<file path="src/inc/pmt_pkg.sv">
// Constants, types and field layout for the wakeup and power-down control block.
// Function
// - Pointer reset write returns filter pointer to zero
// - Pointer reset bit clears itself after one cycle
// - Global unicast makes filtered unicast frames wake frames
// - Wake frame event sets wake-frame-received flag
// - Control register read clears both received flags
// - Magic packet event sets magic-received flag
// - Wake frames wake only when wake enable set
// - Magic packets wake only when magic enable set
// - Power-down discards frames until enabled wake event
// - Wake event clears power-down by hardware
// - Software may clear power-down early
// - Frames forwarded again once power-down is clear
// - Interrupt status follows the two received flags
// - Interrupt mask suppresses the interrupt output
package wake_pkg;

    // Register bus geometry.
    localparam int ADDR_W = 4;
    localparam int DATA_W = 32;
    localparam logic [DATA_W-1:0] ZERO_WORD = 32'h0000_0000;

    // Byte addresses of the registers.
    localparam logic [ADDR_W-1:0] ADDR_CTRL = 4'h0;
    localparam logic [ADDR_W-1:0] ADDR_IRQ_STAT = 4'h4;
    localparam logic [ADDR_W-1:0] ADDR_IRQ_MASK = 4'h8;
    localparam logic [ADDR_W-1:0] ADDR_DOWN_CLEAR = 4'hC;

    // Field positions in the control and status register.
    localparam int BIT_PTR_RST = 31;
    localparam int BIT_UNI_WAKE = 9;
    localparam int BIT_WAKE_RCVD = 6;
    localparam int BIT_MAGIC_RCVD = 5;
    localparam int BIT_WAKE_EN = 2;
    localparam int BIT_MAGIC_EN = 1;
    localparam int BIT_POWER_DOWN = 0;

    // Field positions in the interrupt status, mask and clear registers.
    localparam int BIT_IRQ_STAT = 3;
    localparam int BIT_IRQ_MASK = 3;
    localparam int BIT_DOWN_CLR = 0;

    // Wakeup filter register pointer.
    localparam int PTR_W = 3;
    localparam logic [PTR_W-1:0] PTR_ZERO = 3'h0;
    localparam logic [PTR_W-1:0] PTR_STEP = 3'h1;

    // Receive data path width.
    localparam int RX_W = 8;

    // Power state of the receiver.
    typedef enum logic {
        PM_ACTIVE = 1'b0,
        PM_DOWN = 1'b1
    } pm_state_t;

endpackage

</file>
<file path="src/core/rx_frame_gate.sv">
// Receive frame gate that drops whole frames that start while the receiver is powered down.
`timescale 1ns/1ps
`default_nettype none
module rx_frame_gate
    import wake_pkg::*;
#(
    parameter int W = RX_W
) (
    input wire logic clk,
    input wire logic reset,
    input wire logic power_down,
    input wire logic in_valid,
    input wire logic [W-1:0] in_data,
    input wire logic in_sof,
    input wire logic in_eof,
    output logic out_valid,
    output logic [W-1:0] out_data,
    output logic out_sof,
    output logic out_eof
);

    // Drop decision held from the frame start to its end.
    logic hold_drop;

    // The decision for the current beat: a start takes it fresh, else it is held.
    wire start_beat = in_valid && in_sof;
    wire drop_now = start_beat ? power_down : hold_drop;
    wire pass_beat = in_valid && !drop_now;

    ////////////////////////////////////////////////////////////////////////////

    // Latch the decision at each start so a frame is never cut in half.
    always_ff @(posedge clk) begin
        if (reset) begin
            hold_drop <= 1'b0;
        end else if (start_beat) begin
            hold_drop <= power_down;
        end
    end

    // Register the forwarded beat; dropped beats leave valid low.
    always_ff @(posedge clk) begin
        if (reset) begin
            out_valid <= 1'b0;
            out_data <= '0;
            out_sof <= 1'b0;
            out_eof <= 1'b0;
        end else begin
            out_valid <= pass_beat;
            out_data <= in_data;
            out_sof <= pass_beat && in_sof;
            out_eof <= pass_beat && in_eof;
        end
    end
endmodule
`default_nettype wire

</file>
<file path="src/core/pmt_ctrl.sv">
// Wakeup and power-down control with its registers, interrupt and frame gate.
`timescale 1ns/1ps
`default_nettype none
module mac_wakeup_power_down_control
    import wake_pkg::*;
(
    input wire logic CLK_SYS,
    input wire logic RESET,
    input wire logic [ADDR_W-1:0] ADDR,
    input wire logic [DATA_W-1:0] WDATA,
    input wire logic WR,
    input wire logic RD,
    output logic [DATA_W-1:0] RDATA,
    input wire logic RX_FRAME_END,
    input wire logic RX_MAGIC,
    input wire logic RX_WAKE_MATCH,
    input wire logic RX_UNICAST_PASS,
    input wire logic RX_IN_VALID,
    input wire logic [RX_W-1:0] RX_IN_DATA,
    input wire logic RX_IN_SOF,
    input wire logic RX_IN_EOF,
    output logic RX_OUT_VALID,
    output logic [RX_W-1:0] RX_OUT_DATA,
    output logic RX_OUT_SOF,
    output logic RX_OUT_EOF,
    input wire logic FILTER_ACCESS,
    output logic [PTR_W-1:0] FILTER_PTR,
    output logic POWER_DOWN,
    output logic IRQ
);

    ////////////////////////////////////////////////////////////////////////////
    // Storage.

    // Power state; the power-down control bit reads from it.
    pm_state_t state;
    pm_state_t next_state;

    // Wake source enables written by software.
    logic magic_packet_enable;
    logic wake_frame_enable;
    logic global_unicast_wake;

    // Sticky received flags, cleared by a read of the control register.
    logic magic_packet_received;
    logic wake_frame_received;

    // Self-clearing pointer reset bit, high for one cycle after its write.
    logic wake_filter_pointer_reset;

    // Interrupt mask bit.
    logic power_mgmt_irq_mask;

    // Wakeup filter register pointer.
    logic [PTR_W-1:0] filter_ptr;

    // Read data word for the cycle after a read.
    logic [DATA_W-1:0] read_word;

    ////////////////////////////////////////////////////////////////////////////
    // Address decode.

    // Strobes for writes of control, mask and clear, and for a control read.
    wire wr_ctrl = WR && (ADDR == ADDR_CTRL);
    wire wr_mask = WR && (ADDR == ADDR_IRQ_MASK);
    wire wr_down_clear = WR && (ADDR == ADDR_DOWN_CLEAR);
    wire rd_ctrl = RD && (ADDR == ADDR_CTRL);

    // Writes of one to the set-only controls; zero bits are ignored.
    wire set_ptr_rst = wr_ctrl && WDATA[BIT_PTR_RST];
    wire set_down = wr_ctrl && WDATA[BIT_POWER_DOWN];
    wire clr_down = wr_down_clear && WDATA[BIT_DOWN_CLR];

    ////////////////////////////////////////////////////////////////////////////
    // Wake detection.

    wire powered_down = (state == PM_DOWN);

    // A filtered unicast frame counts as a wake frame when enabled.
    wire wake_frame = RX_WAKE_MATCH || (global_unicast_wake && RX_UNICAST_PASS);

    // Events only count at a frame end while powered down and enabled.
    wire magic_ev = powered_down && RX_FRAME_END && RX_MAGIC
        && magic_packet_enable;
    wire wake_ev = powered_down && RX_FRAME_END && wake_frame
        && wake_frame_enable;
    // Both sources may fire in one frame; either one ends power-down.
    wire any_ev = magic_ev || wake_ev;

    // Interrupt status is high while either received flag stands.
    wire power_mgmt_irq_status = magic_packet_received || wake_frame_received;

    ////////////////////////////////////////////////////////////////////////////
    // Power state machine.

    // A wake event or a software clear ends power-down; a set enters it.
    // A clear and a wake event in one cycle both lead out of power-down.
    always_comb begin
        next_state = state;
        case (state)
            PM_ACTIVE: begin
                if (set_down) begin
                    next_state = PM_DOWN;
                end
            end
            PM_DOWN: begin
                if (any_ev) begin
                    next_state = PM_ACTIVE;
                end else if (clr_down) begin
                    next_state = PM_ACTIVE;
                end
            end
            default: begin
                next_state = PM_ACTIVE;
            end
        endcase
    end

    // State register.
    always_ff @(posedge CLK_SYS) begin
        if (RESET) begin
            state <= PM_ACTIVE;
        end else begin
            state <= next_state;
        end
    end

    ////////////////////////////////////////////////////////////////////////////
    // Control fields written by software.

    // Enables and mask take the written value.
    always_ff @(posedge CLK_SYS) begin
        if (RESET) begin
            magic_packet_enable <= 1'b0;
            wake_frame_enable <= 1'b0;
            global_unicast_wake <= 1'b0;
            power_mgmt_irq_mask <= 1'b0;
        end else begin
            if (wr_ctrl) begin
                magic_packet_enable <= WDATA[BIT_MAGIC_EN];
                wake_frame_enable <= WDATA[BIT_WAKE_EN];
                global_unicast_wake <= WDATA[BIT_UNI_WAKE];
            end
            if (wr_mask) begin
                power_mgmt_irq_mask <= WDATA[BIT_IRQ_MASK];
            end
        end
    end

    ////////////////////////////////////////////////////////////////////////////
    // Received flags.

    // An event in the cycle of a read wins over the read clear.
    always_ff @(posedge CLK_SYS) begin
        if (RESET) begin
            magic_packet_received <= 1'b0;
            wake_frame_received <= 1'b0;
        end else begin
            if (magic_ev) begin
                magic_packet_received <= 1'b1;
            end else if (rd_ctrl) begin
                magic_packet_received <= 1'b0;
            end
            if (wake_ev) begin
                wake_frame_received <= 1'b1;
            end else if (rd_ctrl) begin
                wake_frame_received <= 1'b0;
            end
        end
    end

    ////////////////////////////////////////////////////////////////////////////
    // Filter pointer.

    // The reset bit stands for one cycle and then drops by itself.
    always_ff @(posedge CLK_SYS) begin
        if (RESET) begin
            wake_filter_pointer_reset <= 1'b0;
        end else begin
            wake_filter_pointer_reset <= set_ptr_rst;
        end
    end

    // The pointer steps on each filter access and wraps; a reset write zeroes it.
    // A reset write in the cycle of an access wins, so the next access uses word zero.
    always_ff @(posedge CLK_SYS) begin
        if (RESET) begin
            filter_ptr <= PTR_ZERO;
        end else if (set_ptr_rst) begin
            filter_ptr <= PTR_ZERO;
        end else if (FILTER_ACCESS) begin
            filter_ptr <= filter_ptr + PTR_STEP;
        end
    end

    ////////////////////////////////////////////////////////////////////////////
    // Read path.

    // Assemble the control word; reserved bits read as zero.
    // Unmapped addresses fall through every branch and read zero.
    always_comb begin
        read_word = ZERO_WORD;
        if (ADDR == ADDR_CTRL) begin
            read_word[BIT_PTR_RST] = wake_filter_pointer_reset;
            read_word[BIT_UNI_WAKE] = global_unicast_wake;
            read_word[BIT_WAKE_RCVD] = wake_frame_received;
            read_word[BIT_MAGIC_RCVD] = magic_packet_received;
            read_word[BIT_WAKE_EN] = wake_frame_enable;
            read_word[BIT_MAGIC_EN] = magic_packet_enable;
            read_word[BIT_POWER_DOWN] = powered_down;
        end else if (ADDR == ADDR_IRQ_STAT) begin
            read_word[BIT_IRQ_STAT] = power_mgmt_irq_status;
        end else if (ADDR == ADDR_IRQ_MASK) begin
            read_word[BIT_IRQ_MASK] = power_mgmt_irq_mask;
        end
    end

    // Data stand only in the cycle after the read; otherwise zero.
    always_ff @(posedge CLK_SYS) begin
        if (RESET) begin
            RDATA <= ZERO_WORD;
        end else begin
            RDATA <= RD ? read_word : ZERO_WORD;
        end
    end

    ////////////////////////////////////////////////////////////////////////////
    // Outputs.

    assign FILTER_PTR = filter_ptr;
    assign POWER_DOWN = powered_down;
    assign IRQ = power_mgmt_irq_status && !power_mgmt_irq_mask;

    // The gate drops frames that start while powered down.
    // The waking frame itself started in power-down, so it is dropped whole.
    rx_frame_gate #(
        .W(RX_W)
    ) rx_frame_gate_inst (
        .clk(CLK_SYS),
        .reset(RESET),
        .power_down(powered_down),
        .in_valid(RX_IN_VALID),
        .in_data(RX_IN_DATA),
        .in_sof(RX_IN_SOF),
        .in_eof(RX_IN_EOF),
        .out_valid(RX_OUT_VALID),
        .out_data(RX_OUT_DATA),
        .out_sof(RX_OUT_SOF),
        .out_eof(RX_OUT_EOF)
    );
endmodule
`default_nettype wire

</file>
<file path="config.mk">
export PLATFORM = sky130hd
export DESIGN_NAME = mac_wakeup_power_down_control
export DESIGN_NICKNAME = d
export VERILOG_FILES = /design/src/inc/pmt_pkg.sv /design/src/core/rx_frame_gate.sv /design/src/core/pmt_ctrl.sv
export SDC_FILE = /design/constraint.sdc
export NUM_CORES = 1
export LEC_CHECK = 0
export BUFFER_PORTS_ARGS = -buffer_cell sky130_fd_sc_hd__buf_2
export CAP_MARGIN = 20
export CORE_AREA = 2 2 65 67
export CTS_CLUSTER_SIZE = 14
export DETAILED_ROUTE_END_ITERATION = 10
export DIE_AREA = 0 0 67 69
export PLACE_DENSITY = 0.72
export SYNTH_ARGS = -nofsm -noshare
export SYNTH_HDL_FRONTEND = slang
export SYNTH_SLANG_ARGS = --single-unit
</file>
<file path="constraint.sdc">
create_clock -name CLK_SYS -period 0.9 [get_ports CLK_SYS]
set_input_delay 0.135 -clock CLK_SYS [delete_from_list [all_inputs] [get_ports CLK_SYS]]
set_output_delay 0.135 -clock CLK_SYS [all_outputs]
set_load 0.02 [all_outputs]
</file>
==> flow_summary.ini <==
[outcome]
status = finished with violations
violations = setup timing

[synthesis]
ys_seq_area_share_pct = 48.6
yosys.area_share.xor_xnor_pct = 1.37
yosys.area.top_type = dfxtp_1
synth_top_area_share_pct = 48.6
syn_area_um2 = 1280
synth_compound_area_share_pct = 7.74
synth_top_family_by_area = simple AND/OR/NAND/NOR gates
yosysWarnings = 0
synth.distinct_cells = 33
syn_avg_cell_area_um2 = 9.83
ys_seq_elements = 31
synthCells = 130
synth_mux_area_share_pct = 2.45
yosys-top-cells-area = dfxtp_1 (49%), buf_4 (14%), and2_1 (4.9%)
synthSimpleGateAreaFrac_pct = 23.2
synthAdderAreaFrac_pct = 0.979

[timing]
rsz0062_at_grt = true
fin_tns_setup_ps = -711
fmax_ghz = 0.873
setup_ws_ps = -245
final-setup-viol-count = 8
min_period_over_period_pct = 127
drv_slew = 0
fin_crit_ps = 1140
fin_worst_skew_ps = 6.42
finalHoldViolations = 0

[power_and_ir_drop]
power.density_nw_per_um2 = 1660
power.total_mw = 3.18
p_leak_nw = 0.891
ir_drop_uv = 635

[layout]
multi_input_area_um2 = 624
seqCellArea_um2 = 638
nFillCells = 386
final_cell_mix = buf_2 (34), buf_4 (27), conb_1 (24)
final_common_cell = buf_2
area_growth_pct = 50.4
final_nets = 261
diodes = 0
drive_above_1_share_pct = 51.7

[die]
core_um2 = 3910
die_w_um = 67
ios = 104
die-area_um2 = 4620
start_util_pct = 32.6
dieHeight_um = 69
fp-row-count = 23

[cts]
clkLatencyLatePin_ps = 280
numClockSinks = 31
cts_buffers = 5
clockRootBuffer = clkbuf_8
cts_htree_levels = 2
cts_tree = done
clk_path_buf_depth = 2
holdBufCountCts = 0
clkSlewWorstSetupHoldPaths_ps = 70

[placed_design]
portBuffers = 53
place_hpwl_um = 2090
place_congestion = 0.765

[worst_hold_path]
min_to = rx_frame_gate_inst.out_data[6]
hold_path.startpoint = RX_IN_DATA[6]
hold-path-cell-count = 2
hp-class = input port to flop

[setup_path]
crit_type = flop to output port
startpoint = magic_packet_received
rr_startpoint = POWER_DOWN
r2r_end = rx_frame_gate_inst.out_sof
critPathLaunchType = flop
r2r_cells = 3
path_max_fanout = 3
cp_data_required_time_ps = 760
endpoint_kind = output port
worstPathArrival_ps = 1010
rrSetupSlack_ps = -120

[global_route]
grt_pass1_wl_um = 4130
grt_use_total_pct = 12.2
grt_pass1_vias = 922
antenna_found_initial = 0
grt-ovfl-total = 0
grt_max_degree = 16

[routing]
vias = 1056
ant_nets = 0
post_drt_wl_per_cell_um = 10.6
drcViolationCount = 0
drt_iter0_drc = 53
routed_via_density = 4.14
wl_um = 2700
drt-pass1-iter-count = 4

[flow_run]
drv_cap = 0
[worst max-delay path, cell delays in order, from the launching register on]
cell and delay, ps:
dfxtp_2 340, nor2_4 130, buf_6 110, nor2_4 30
buf_6 120
[repair_timing]
action / 4_1_cts / 5_1_grt
setup endpoints to repair: 13 / 34
gates cloned: 0 / 0
setup buffers: 1 / 2
pin swaps: 5 / 6
resized for setup: 24 / 18
[logic make-up after synthesis]
kind of cell,count (synthesis)
AO/OA/AOI/OAI,17
multiplexers,3
XOR/XNOR,2
flip-flops,31
AND/OR/NAND/NOR,47
other,1
buffers and inverters,28
adder cells (fa/ha/maj),1
[layer usage]
layer	vias up	track usage [%]	wire length, µm
met5	-	0	0
li1	534	-	-
met4	0	6.80	64
met3	6	4.08	206
met1	464	13.3	1040
met2	52	20.0	1380
[cells in the mapped netlist]
cell type and n:
dfxtp_1 31, nand3_1 5, inv_1 1, nor3b_1 1, a21bo_2 1, a21oi_1 8
clkbuf_1 1, a31oi_1 1, nor2_4 1, nor2_1 6, and4_1 1, mux2_2 1
a31o_2 1, nand2_1 3, nor3_1 1, xor2_1 1, nand4_1 2, ha_1 1
buf_1 1, or4b_4 1, nor3b_2 1, or3b_2 3, mux2i_1 2, nand4b_1 1
conb_1 1, a311oi_1 1, or2_2 1, nor2b_1 10, buf_4 24, and2_1 10
buf_2 1, o21ai_0 5, xnor2_1 1
[state kept, by name, summed over array words and instances, names as in the netlist]
signal                        flops
RDATA                             8
wake_frame_enable                 1
power_mgmt_irq_mask               1
FILTER_PTR                        3
magic_packet_received             1
rx_frame_gate_inst.out_sof        1
rx_frame_gate_inst.out_data       8
wake_frame_received               1
POWER_DOWN                        1
rx_frame_gate_inst.out_valid      1
global_unicast_wake               1
magic_packet_enable               1
rx_frame_gate_inst.hold_drop      1
wake_filter_pointer_reset         1
rx_frame_gate_inst.out_eof        1
[through the flow]
step	hold slack [ps]	instances	setup WS (ps)	utilization [%]	instance area (µm²)
4_1_cts	44.2	253	-244	47.5	1860
3_3_place_gp	337	244	-245	42.5	1660
6_report	53.3	255	-245	49.1	1920
5_1_grt	51.1	255	-289	49.1	1920
2_1_floorplan	257	153	-76.3	-	1420
3_5_place_dp	343	244	-283	42.5	1660
[final cells by class]
class / instances / share of cell area, %
multi-input cells: 94 / 32.5
clock buffers: 5 / 3.58
flip-flops and latches: 31 / 33.2
repair buffers: 71 / 25.3
well taps: 50 / 3.26
inverters: 1 / 0.195
clock inverters: 3 / 2.02
[where the power goes]
group / internal (mW) / switching [mW] / leakage (nW) / total (mW)
Combinational: 0.182 / 0.248 / 0.579 / 0.431
Clock: 0.809 / 0.512 / 0.0556 / 1.32
Sequential: 1.41 / 0.0233 / 0.257 / 1.43
[worst max path at each step]
stage	to	cells past startpoint	slack, ps
final	IRQ	4	-240
after global routing	IRQ	4	-290
after CTS	IRQ	4	-240
after detailed placement	RDATA[9]	4	-280
after global placement	RDATA[31]	4	-250
after floorplan	rx_frame_gate_inst.out_eof	3	-80
Note: power is estimated with default switching activity, not from simulation.
